$ cat src/ebt_map.svh
// offsets, field positions and reset values of the eight-bit compare timer
`ifndef EBT_MAP_SVH
`define EBT_MAP_SVH

// register indices; byte address is four times the index
`define EBT_IDX_COUNT   10'h0ea
`define EBT_IDX_CTRL    10'h0eb
`define EBT_IDX_CCTL    10'h0ec
`define EBT_IDX_CVAL    10'h0ed

// timer_control_reg fields
`define EBT_CTL_DIV     7:5
`define EBT_CTL_START   4
`define EBT_CTL_OVERFLOW_IRQ_MASK   3
`define EBT_CTL_CLR     2
`define EBT_CTL_MODE    1:0

// chan0_control_reg fields
`define EBT_CC_IM       6
`define EBT_CC_ACT      5:3
`define EBT_CC_EN       2
`define EBT_CC_RSV      1:0

// reset values
`define EBT_RST_DIV     3'h0
`define EBT_RST_MODE    2'h0
`define EBT_RST_ACT     3'h0
`define EBT_RST_RSV     2'h0
`define EBT_RST_BYTE    8'h00
`define EBT_RST_PRESC   7'h00

// count limits
`define EBT_CNT_MAX     8'hff
`define EBT_CNT_ZERO    8'h00
`define EBT_CNT_ONE     8'h01
`define EBT_RDATA_ZERO  32'h0000_0000

`endif

$ cat src/ebt_pkg.sv
// types of the eight-bit compare timer
package ebt_pkg;

    typedef enum logic [1:0] {
        EBT_FREE   = 2'h0,
        EBT_DOWN   = 2'h1,
        EBT_MODULO = 2'h2,
        EBT_UPDOWN = 2'h3
    } ebt_mode_type;

    typedef enum logic [2:0] {
        EBT_SET       = 3'h0,
        EBT_CLEAR     = 3'h1,
        EBT_TOGGLE    = 3'h2,
        EBT_SET_UP    = 3'h3,
        EBT_CLR_UP    = 3'h4,
        EBT_SET_CLRFF = 3'h5,
        EBT_CLR_SET0  = 3'h6,
        EBT_UNUSED    = 3'h7
    } ebt_action_type;

    typedef struct packed {
        logic [2:0]   div;
        logic         start;
        logic         overflow_irq_mask;
        ebt_mode_type mode;
    } ebt_ctrl_type;

    typedef struct packed {
        logic           channel_irq_mask;
        ebt_action_type compare_output_action;
        logic           compare_en;
        logic [1:0]     rsv;
    } ebt_cctl_type;

endpackage

$ cat src/ebt_timer.sv
// eight-bit timer with prescaler, four count modes and one compare channel
`timescale 1ns/1ps
`default_nettype none
`include "ebt_map.svh"

module ebt_timer #(
    parameter int PRESC_W = 7
) (
    // clock and reset
    input  wire logic        clk,
    input  wire logic        reset_n,
    // prescaler input tick, same clock domain
    input  wire logic        tick,
    // apb slave
    input  wire logic        psel,
    input  wire logic        penable,
    input  wire logic        pwrite,
    input  wire logic [11:0] paddr,
    input  wire logic [31:0] pwdata,
    output logic      [31:0] prdata,
    output logic             pready,
    output logic             pslverr,
    // compare output and interrupt requests
    output logic             chan0_out,
    output logic             chan0_irq,
    output logic             overflow_irq
);

    ebt_pkg::ebt_ctrl_type ctrl_q;
    ebt_pkg::ebt_cctl_type cctl_q;
    logic [7:0]         cval_q;
    logic [7:0]         cnt_q;
    logic [7:0]         cnt_d;
    logic               dir_up_q;
    logic               dir_up_d;
    logic               start_prev_q;
    logic [PRESC_W-1:0] presc_q;
    logic [PRESC_W-1:0] presc_mask;
    logic               upd;
    logic               ovf_ev;
    logic               step_up;
    logic               match_ev;
    logic               zero_ev;
    logic               max_ev;
    logic               act_en;
    logic               setup;
    logic               wr;
    logic               hit;
    logic [9:0]         idx;
    logic               clr_wr;
    logic [31:0]        rdata_d;
    logic [31:0]        prdata_q;
    logic               pready_q;
    logic               pslverr_q;
    logic               out_q;
    logic               out_d;
    logic               cirq_q;
    logic               oirq_q;

    assign prdata       = prdata_q;
    assign pready       = pready_q;
    assign pslverr      = pslverr_q;
    assign chan0_out    = out_q;
    assign chan0_irq    = cirq_q;
    assign overflow_irq = oirq_q;

    // apb decode; one access cycle, no wait
    assign idx    = paddr[11:2];
    assign setup  = psel & ~penable;
    assign wr     = psel & penable & pwrite & pready_q & ~pslverr_q;
    assign hit    = (idx == `EBT_IDX_COUNT) | (idx == `EBT_IDX_CTRL)
                  | (idx == `EBT_IDX_CCTL) | (idx == `EBT_IDX_CVAL);
    assign clr_wr = wr & (idx == `EBT_IDX_CTRL) & pwdata[`EBT_CTL_CLR];

    always_comb begin
        rdata_d = `EBT_RDATA_ZERO;
        case (idx)
            `EBT_IDX_COUNT: rdata_d[7:0] = cnt_q;
            `EBT_IDX_CTRL: begin
                rdata_d[`EBT_CTL_DIV]   = ctrl_q.div;
                rdata_d[`EBT_CTL_START] = ctrl_q.start;
                rdata_d[`EBT_CTL_OVERFLOW_IRQ_MASK] = ctrl_q.overflow_irq_mask;
                rdata_d[`EBT_CTL_CLR]   = 1'b0;
                rdata_d[`EBT_CTL_MODE]  = ctrl_q.mode;
            end
            `EBT_IDX_CCTL: begin
                rdata_d[`EBT_CC_IM]  = cctl_q.channel_irq_mask;
                rdata_d[`EBT_CC_ACT] = cctl_q.compare_output_action;
                rdata_d[`EBT_CC_EN]  = cctl_q.compare_en;
                rdata_d[`EBT_CC_RSV] = cctl_q.rsv;
            end
            `EBT_IDX_CVAL: rdata_d[7:0] = cval_q;
            default: rdata_d = `EBT_RDATA_ZERO;
        endcase
    end

    always_ff @(posedge clk) begin
        if (!reset_n) begin
            pready_q  <= 1'b0;
            pslverr_q <= 1'b0;
            prdata_q  <= `EBT_RDATA_ZERO;
        end else begin
            pready_q  <= setup;
            pslverr_q <= setup & ~hit;
            if (setup) begin
                prdata_q <= rdata_d;
            end
        end
    end

    // control registers
    always_ff @(posedge clk) begin
        if (!reset_n) begin
            ctrl_q.div               <= `EBT_RST_DIV;
            ctrl_q.start             <= 1'b0;
            ctrl_q.overflow_irq_mask <= 1'b1;
            ctrl_q.mode              <= ebt_pkg::EBT_FREE;
        end else if (wr && idx == `EBT_IDX_CTRL) begin
            ctrl_q.div               <= pwdata[`EBT_CTL_DIV];
            ctrl_q.start             <= pwdata[`EBT_CTL_START];
            ctrl_q.overflow_irq_mask <= pwdata[`EBT_CTL_OVERFLOW_IRQ_MASK];
            ctrl_q.mode <= ebt_pkg::ebt_mode_type'(pwdata[`EBT_CTL_MODE]);
        end
    end

    always_ff @(posedge clk) begin
        if (!reset_n) begin
            cctl_q.channel_irq_mask      <= 1'b1;
            cctl_q.compare_output_action <= ebt_pkg::EBT_SET;
            cctl_q.compare_en            <= 1'b0;
            cctl_q.rsv                   <= `EBT_RST_RSV;
        end else if (wr && idx == `EBT_IDX_CCTL) begin
            cctl_q.channel_irq_mask      <= pwdata[`EBT_CC_IM];
            cctl_q.compare_output_action <=
                ebt_pkg::ebt_action_type'(pwdata[`EBT_CC_ACT]);
            cctl_q.compare_en            <= pwdata[`EBT_CC_EN];
            cctl_q.rsv                   <= pwdata[`EBT_CC_RSV];
        end
    end

    always_ff @(posedge clk) begin
        if (!reset_n) begin
            cval_q <= `EBT_RST_BYTE;
        end else if (wr && idx == `EBT_IDX_CVAL) begin
            cval_q <= pwdata[7:0];
        end
    end

    // prescaler; mask follows div at once
    assign presc_mask = PRESC_W'(({{PRESC_W{1'b0}}, 1'b1} << ctrl_q.div) - 1'b1);
    assign upd        = tick & ctrl_q.start & ((presc_q & presc_mask) == presc_mask);

    always_ff @(posedge clk) begin
        if (!reset_n) begin
            presc_q <= `EBT_RST_PRESC;
        end else if (tick) begin
            presc_q <= presc_q + 1'b1;
        end
    end

    // next count per mode
    always_comb begin
        cnt_d    = cnt_q;
        dir_up_d = dir_up_q;
        ovf_ev   = 1'b0;
        step_up  = 1'b1;
        case (ctrl_q.mode)
            ebt_pkg::EBT_FREE: begin
                cnt_d  = cnt_q + `EBT_CNT_ONE;
                ovf_ev = (cnt_q == `EBT_CNT_MAX);
            end
            ebt_pkg::EBT_DOWN: begin
                step_up = 1'b0;
                if (cnt_q != `EBT_CNT_ZERO) begin
                    cnt_d  = cnt_q - `EBT_CNT_ONE;
                    ovf_ev = (cnt_q == `EBT_CNT_ONE);
                end
            end
            ebt_pkg::EBT_MODULO: begin
                if (cnt_q == cval_q) begin
                    cnt_d  = `EBT_CNT_ZERO;
                    ovf_ev = 1'b1;
                end else begin
                    cnt_d = cnt_q + `EBT_CNT_ONE;
                end
            end
            ebt_pkg::EBT_UPDOWN: begin
                if (dir_up_q && cnt_q < cval_q) begin
                    cnt_d = cnt_q + `EBT_CNT_ONE;
                end else if (cnt_q != `EBT_CNT_ZERO) begin
                    step_up  = 1'b0;
                    dir_up_d = 1'b0;
                    cnt_d    = cnt_q - `EBT_CNT_ONE;
                    ovf_ev   = (cnt_q == `EBT_CNT_ONE);
                end else begin
                    dir_up_d = 1'b1;
                    if (cval_q != `EBT_CNT_ZERO) begin
                        cnt_d = `EBT_CNT_ONE;
                    end
                end
            end
            default: cnt_d = cnt_q;
        endcase
    end

    // counter; clear beats counting
    always_ff @(posedge clk) begin
        if (!reset_n) begin
            cnt_q        <= `EBT_CNT_ZERO;
            dir_up_q     <= 1'b1;
            start_prev_q <= 1'b0;
        end else begin
            start_prev_q <= ctrl_q.start;
            if (clr_wr) begin
                cnt_q    <= `EBT_CNT_ZERO;
                dir_up_q <= 1'b1;
            end else if (ctrl_q.mode == ebt_pkg::EBT_DOWN
                         && ctrl_q.start && !start_prev_q) begin
                cnt_q <= cval_q;
            end else if (upd) begin
                cnt_q    <= cnt_d;
                dir_up_q <= dir_up_d;
            end
        end
    end

    // compare events on each counter step
    assign act_en   = upd & ~clr_wr & cctl_q.compare_en;
    assign match_ev = act_en & (cnt_d == cval_q);
    assign zero_ev  = act_en & (cnt_d == `EBT_CNT_ZERO);
    assign max_ev   = act_en & (cnt_d == `EBT_CNT_MAX);

    always_comb begin
        out_d = out_q;
        case (cctl_q.compare_output_action)
            ebt_pkg::EBT_SET: if (match_ev) out_d = 1'b1;
            ebt_pkg::EBT_CLEAR: if (match_ev) out_d = 1'b0;
            ebt_pkg::EBT_TOGGLE: if (match_ev) out_d = ~out_q;
            ebt_pkg::EBT_SET_UP: begin
                if (match_ev && step_up) begin
                    out_d = 1'b1;
                end else if (ctrl_q.mode == ebt_pkg::EBT_UPDOWN) begin
                    if (match_ev) out_d = 1'b0;
                end else if (zero_ev) begin
                    out_d = 1'b0;
                end
            end
            ebt_pkg::EBT_CLR_UP: begin
                if (match_ev && step_up) begin
                    out_d = 1'b0;
                end else if (ctrl_q.mode == ebt_pkg::EBT_UPDOWN) begin
                    if (match_ev) out_d = 1'b1;
                end else if (zero_ev) begin
                    out_d = 1'b1;
                end
            end
            ebt_pkg::EBT_SET_CLRFF: begin
                if (match_ev) out_d = 1'b1;
                else if (max_ev) out_d = 1'b0;
            end
            ebt_pkg::EBT_CLR_SET0: begin
                if (match_ev) out_d = 1'b0;
                else if (zero_ev) out_d = 1'b1;
            end
            default: out_d = out_q;
        endcase
    end

    always_ff @(posedge clk) begin
        if (!reset_n) begin
            out_q  <= 1'b0;
            cirq_q <= 1'b0;
            oirq_q <= 1'b0;
        end else begin
            out_q  <= out_d;
            cirq_q <= match_ev & cctl_q.channel_irq_mask;
            oirq_q <= upd & ~clr_wr & ovf_ev & ctrl_q.overflow_irq_mask;
        end
    end
endmodule
`default_nettype wire

$ cat config.mk
export PLATFORM = sky130hd
export DESIGN_NAME = ebt_timer
export DESIGN_NICKNAME = d
export VERILOG_FILES = /design/src/ebt_pkg.sv /design/src/ebt_timer.sv
export VERILOG_INCLUDE_DIRS = /design/src
export SDC_FILE = /design/constraint.sdc
export NUM_CORES = 1
export LEC_CHECK = 0
export BUFFER_PORTS_ARGS = -buffer_cell sky130_fd_sc_hd__buf_4
export CAP_MARGIN = 10
export CORE_ASPECT_RATIO = 1.2
export CORE_UTILIZATION = 45
export DETAILED_ROUTE_END_ITERATION = 16
export PLACE_DENSITY_LB_ADDON = 0.12
export SYNTH_ARGS = -nofsm -noshare
export SYNTH_HDL_FRONTEND = slang
export SYNTH_SLANG_ARGS = --single-unit
$ cat constraint.sdc
create_clock -name clk -period 3.6 [get_ports clk]
set_clock_uncertainty 0.15 [all_clocks]
set_input_delay 0.36 -clock clk [delete_from_list [all_inputs] [get_ports clk]]
set_output_delay 0.36 -clock clk [all_outputs]
set_load 0.05 [all_outputs]
==> results.sh, run 1 <==
export IMPL_insertion_delay_ns=0.30
export IMPL_place_worst_setup_slack_ns=-0.0713
export IMPL_crit_slowest_cell="or4_4"
export IMPL_globalRoute_totalOverflow=0
export IMPL_synth_seq_area_share_pct=27.7
export IMPL_ys_flop_type="dfxtp_1"
export IMPL_start_util_pct=46.3
export IMPL_ys_ff_latch=52
export IMPL_p_leak_uw=0.00191
export IMPL_drtIter0Drc=166
export IMPL_cts_buffer_depth=2
export IMPL_synth_area_per_cell_sq_um=7.92
export IMPL_dieWidth_um=85.4
export IMPL_critPathMaxStageDelay_ns=0.50
export IMPL_ys_warn_count=0
export IMPL_arrival_ns=3.62
export IMPL_drc=0
export IMPL_cts_made_buffers=5
export IMPL_hp_class="input pin to register"
export IMPL_crit_start="cval_q[1]"
export IMPL_critPathKind="register to register"
export IMPL_synth_async_reset_ratio_pct=0
export IMPL_root_buffer="clkbuf_8"
export IMPL_place_inst=637
export IMPL_worstPathRequired_ns=3.63
export IMPL_fin_nets=617
export IMPL_htreeDepth=2
export IMPL_stdcell_count=647
export IMPL_postCtsHoldBufs=0
export IMPL_worst_pin_slew_ns=1.00
export IMPL_wl_per_cell_um=17.3
export IMPL_critPathCaptureType="register"
export IMPL_fmax_mhz=279
export IMPL_num_io_pins=87
export IMPL_routed_wl_um=11200
export IMPL_reg2reg_setup_slack_ns=0.02
export IMPL_rsz0062_at_grt="true"
export IMPL_worstPathCellList="inv_2, ha_4, nor2b_1, o211ai_1, a21o_1, a211oi_1, a311o_1, or4_4, or4_4, nand4_1, a21oi_1, a211o_1, o41ai_2, a21oi_1"
export IMPL_port_buffers=36
export IMPL_worstPathMaxFanout=4
export IMPL_drive_gt1_share_pct=27.4
export IMPL_crit_path_start_kind="register"
export IMPL_place_hpwl_um=8450
export IMPL_diodes=0
export IMPL_finalMaxSlewViolations=0
export IMPL_clk_pin_slew_ns=0.09
export IMPL_gp_congestion=0.892
export IMPL_finalWorstSetupSlack_ns=0.0194
export IMPL_drtPass1Iterations=7
export IMPL_grt_pass1_vias=3400
export IMPL_status="complete, no violations"
export IMPL_setup_tns_ns=0
export IMPL_synth_edf_count=0
export IMPL_final_common_cell="buf_4"
export IMPL_grt_max_degree=44
export IMPL_vias=3726
export IMPL_rows=36
export IMPL_ir_drop_uv=295
export IMPL_syn_inst=474
export IMPL_antenna_found_initial=0
export IMPL_area_delta_synth_final_pct=24.3
export IMPL_cts_sinks=52
export IMPL_most_common_layout_cells="buf_4 (102), nand2_1 (55), dfxtp_1 (44)"
export IMPL_finalCriticalPeriod_ns=3.58
export IMPL_ant_nets=0
export IMPL_synth_cell_types=64
export IMPL_grt_pass1_wl_um=17400
export IMPL_min_delay_start="pwdata[6]"
export IMPL_vias_per_cell=5.76
export IMPL_synth_area_sq_um=3750
export IMPL_finalSetupViolCount=0
export IMPL_slew_headroom_pct=32.9
export IMPL_die_area_sq_um=8710
export IMPL_worst_r2r_startpoint="cval_q[1]"
export IMPL_grt_usage_pct=25.6
export IMPL_cts_tree="built"
export IMPL_hold_viol_final=0
export IMPL_die_h_um=102
export IMPL_min_period_over_period_pct=99.5
export IMPL_core_area_sq_um=8110
export IMPL_maxCapViolCount=0
export IMPL_p_per_area_nw_per_um2=238
==> final timing paths <==
kind                    end  cells after the start
setup / recovery  chan0_out                     14
hold / removal    cctl_q[6]                      3
setup reg to reg  chan0_out                     14
hold reg to reg   prdata[2]                      1
==> state kept, by name, summed over array words and instances (netlist names) <==
signal	cells
ctrl_q	7
cnt_q	8
pready	1
chan0_irq	1
start_prev_q	1
dir_up_q	1
overflow_irq	1
presc_q	7
cctl_q	7
cval_q	8
prdata	8
chan0_out	1
pslverr	1
==> synthesized netlist by cell type (13+ instances only) <==
master,n,area share [%]
nand2_1,55,5.5
dfxtp_1,52,28
nor2_1,31,3.1
buf_4,27,5.4
clkbuf_1,24,2.4
a21oi_1,23,3.1
mux2i_1,19,5.1
a21boi_0,18,3.6
xnor2_1,17,4.0
inv_1,15,1.5
nand3_1,15,2.0
o21ai_0,15,2.0
ha_1,14,4.7
a22oi_1,13,2.6
nor2b_1,13,2.2
==> cell type report <==
type | instances | area [sq um]
Timing Repair Buffer | 103 | 777
Clock inverter | 1 | 30.0
Clock buffer | 5 | 68.8
Multi-Input combinational cell | 376 | 2560
Inverter | 15 | 58.8
Tap cell | 95 | 119
Sequential cell | 52 | 1050
Fill cell | 752 | 3440
==> critical path: cells and delay by family, from the launching register on <==
kind / cells / cell delay [ns]
flops: 1 / 0.35
simple gates: 4 / 1.16
fa+ha+maj: 1 / 0.23
compound gates: 8 / 1.52
buf+inv: 1 / 0.04
==> timing repair <==
action,4_1_cts,5_1_grt
setup endpoints to repair,1,1
setup buffers,3,1
resized for setup,11,10
pin swaps,9,5
==> routing by layer <==
metal	global-route usage [%]	up-vias	part of all wire, %	wire length (um)
met5	0	-	0	0
li1	-	1816	-	-
met3	2.02	22	3.3	375
met4	9.23	0	2.5	283
met1	30.7	1782	41	4640
met2	47.8	106	53	5900
==> kinds of logic after synthesis <==
logic type,after synthesis,synth area share (%)
AO/OA/AOI/OAI,122,23.2
XOR/XNOR,19,4.43
adder cells (fa/ha/maj),14,4.67
buffers and inverters,69,9.87
flip-flops,52,27.7
multiplexers,19,5.07
other,1,0.0999
AND/OR/NAND/NOR,178,24.9
==> metrics by stage <==
stage	utilization [%]	hold WS, ns	total power [uW]	cell area (sq um)
2_1_floorplan	-	0.297	723	3900
3_3_place_gp	54.8	0.335	741	4440
3_5_place_dp	54.8	0.341	742	4440
4_1_cts	56.8	0.148	1120	4610
5_1_grt	57.5	0.153	1140	4660
6_report	57.5	0.154	1110	4660
==> report_power, final <==
group | internal [uW] | switching (uW) | leakage [uW]
Sequential | 583 | 6.34 | 0.000425
Clock | 200 | 181 | 0.0000501
Combinational | 36.9 | 103 | 0.00143
Total | 820 | 291 | 0.00191
Note: power is estimated with default switching activity, not from simulation.
==> run 2, diff against run 1 <==
--- a/config.mk
+++ b/config.mk
@@ -7,11 +7,11 @@
 export NUM_CORES = 1
 export LEC_CHECK = 0
 export BUFFER_PORTS_ARGS = -buffer_cell sky130_fd_sc_hd__buf_4
-export CAP_MARGIN = 10
 export CORE_ASPECT_RATIO = 1.2
 export CORE_UTILIZATION = 45
 export DETAILED_ROUTE_END_ITERATION = 16
 export PLACE_DENSITY_LB_ADDON = 0.12
+export RECOVER_POWER = 25
 export SYNTH_ARGS = -nofsm -noshare
 export SYNTH_HDL_FRONTEND = slang
 export SYNTH_SLANG_ARGS = --single-unit
==> results.sh, run 2 (synthesized netlist as in run 1, its figures left out) <==
export IMPL_status="complete, no violations"
export IMPL_cts_buffer_depth=2
export IMPL_port_buffers=36
export IMPL_postCtsHoldBufs=0
export IMPL_globalRoute_totalOverflow=0
export IMPL_cts_made_buffers=5
export IMPL_worstPathMaxFanout=4
export IMPL_root_buffer="clkbuf_8"
export IMPL_fin_nets=617
export IMPL_grt_pass1_wl_um=17400
export IMPL_clk_pin_slew_ns=0.09
export IMPL_min_delay_start="pwdata[6]"
export IMPL_dieWidth_um=85.4
export IMPL_area_delta_synth_final_pct=23.2
export IMPL_drc=0
export IMPL_drtIter0Drc=182
export IMPL_stdcell_count=647
export IMPL_insertion_delay_ns=0.30
export IMPL_worstPathRequired_ns=3.63
export IMPL_cts_tree="built"
export IMPL_die_h_um=102
export IMPL_maxCapViolCount=0
export IMPL_htreeDepth=2
export IMPL_finalSetupViolCount=0
export IMPL_diodes=0
export IMPL_place_hpwl_um=8450
export IMPL_worst_pin_slew_ns=0.999
export IMPL_place_inst=637
export IMPL_p_per_area_nw_per_um2=239
export IMPL_cts_sinks=52
export IMPL_whs_ns=0.152
export IMPL_min_period_over_period_pct=99.7
export IMPL_grt_usage_pct=25.6
export IMPL_finalCriticalPeriod_ns=3.59
export IMPL_crit_path_frequent_cell="o211ai_1"
export IMPL_antenna_found_initial=0
export IMPL_num_io_pins=87
export IMPL_start_util_pct=46.3
export IMPL_rsz0062_at_grt="true"
export IMPL_finalMaxSlewViolations=0
export IMPL_core_area_sq_um=8110
export IMPL_hp_class="input pin to register"
export IMPL_grt_max_degree=44
export IMPL_final_common_cell="buf_4"
export IMPL_hold_viol_final=0
export IMPL_slew_headroom_pct=33.3
export IMPL_worstPathCellList="or3_1, ha_1, o211ai_1, a31oi_1, o211ai_1, a31oi_1, o211ai_1, buf_4, nor4_2, and4_4, buf_4, nor4_1, a211o_1, o41ai_2, a21oi_1"
export IMPL_routed_wl_um=11100
export IMPL_critPathMaxStageDelay_ns=0.40
export IMPL_arrival_ns=3.62
export IMPL_fmax_mhz=279
export IMPL_drive_gt1_share_pct=25.4
export IMPL_grt_pass1_vias=3400
export IMPL_p_leak_uw=0.00186
export IMPL_vias_per_cell=5.76
export IMPL_vias=3729
export IMPL_crit_path_start_kind="register"
export IMPL_reg2reg_setup_slack_ns=0.01
export IMPL_worst_r2r_startpoint="ctrl_q[6]"
export IMPL_drtPass1Iterations=5
export IMPL_die_area_sq_um=8710
export IMPL_crit_start="ctrl_q[6]"
export IMPL_ir_drop_uv=292
export IMPL_most_common_layout_cells="buf_4 (91), nand2_1 (55), dfxtp_1 (44)"
export IMPL_wl_per_cell_um=17.2
export IMPL_gp_congestion=0.892
export IMPL_crit_slowest_cell="or3_1"
export IMPL_critPathCaptureType="register"
export IMPL_rows=36
export IMPL_critPathKind="register to register"
export IMPL_ant_nets=0
-- run 2: cell count changes in the layout (fill, tap and decap cells not counted), sizes merged --
| cell | change |
|---|---|
| clkbuf | +11 |
| buf | -11 |
-- run 2: final timing paths --
kind	cells after the start	end
worst max-delay path	15	chan0_out
worst max register to register	15	chan0_out
worst min-delay path	3	cctl_q[6]
worst min register to register	1	prdata[2]
-- run 2: where the power goes --
group / internal, uW / leakage (uW) / switching (uW)
Clock: 200 / 0.0000501 / 182
Sequential: 583 / 0.000425 / 6.14
Combinational: 32.3 / 0.00138 / 103
-- run 2: per-layer routing --
metal  share of wire (%)  GRT usage (%)  wire [um]  vias to the layer above
met5                   0              0          0                        -
met3                 3.9           2.02        433                       18
li1                    -              -          -                     1813
met1                  41           30.7       4570                     1779
met2                  53           47.8       5880                      119
met4                 2.2           9.23        245                        0
-- run 2: timing repair --
action / 4_1_cts / 5_1_grt
gates resized for setup: 11 / 10
hold endpoints to repair: 0 / 0
buffers inserted: 3 / 1
endpoints found under the setup margin: 1 / 1
pin swaps: 9 / 5
-- run 2: metrics by stage --
stage / setup WS, ns / area, sq um / total power, uW / TNS [ns] / utilization, %
2_1_floorplan: -0.0220 / 3900 / 723 / -0.0220 / -
3_3_place_gp: -0.0288 / 4440 / 741 / -0.0288 / 54.8
3_5_place_dp: -0.0713 / 4440 / 742 / -0.0713 / 54.8
4_1_cts: 0.00779 / 4610 / 1120 / 0 / 56.8
5_1_grt: -0.191 / 4620 / 1140 / -0.191 / 57.0
6_report: 0.0109 / 4620 / 1110 / 0 / 57.0
-- run 2: area by class of cell --
type | count | area [sq um]
clock buffer | 5 | 68.8
clock inverter | 1 | 30.0
fill | 761 | 3490
inverter | 15 | 58.8
multi-input combinational | 376 | 2560
sequential | 52 | 1050
tap | 95 | 119
timing repair buffer | 103 | 736
-- run 2: critical path: cells and delay by family, from the launching register on --
family                     cells  cell delay (ns)
AOI/OAI and AO/OA              8             1.37
adders and majority gates      1             0.30
DFF                            1             0.32
and+or+nand+nor                4             1.03
buffers and inverters          2             0.30
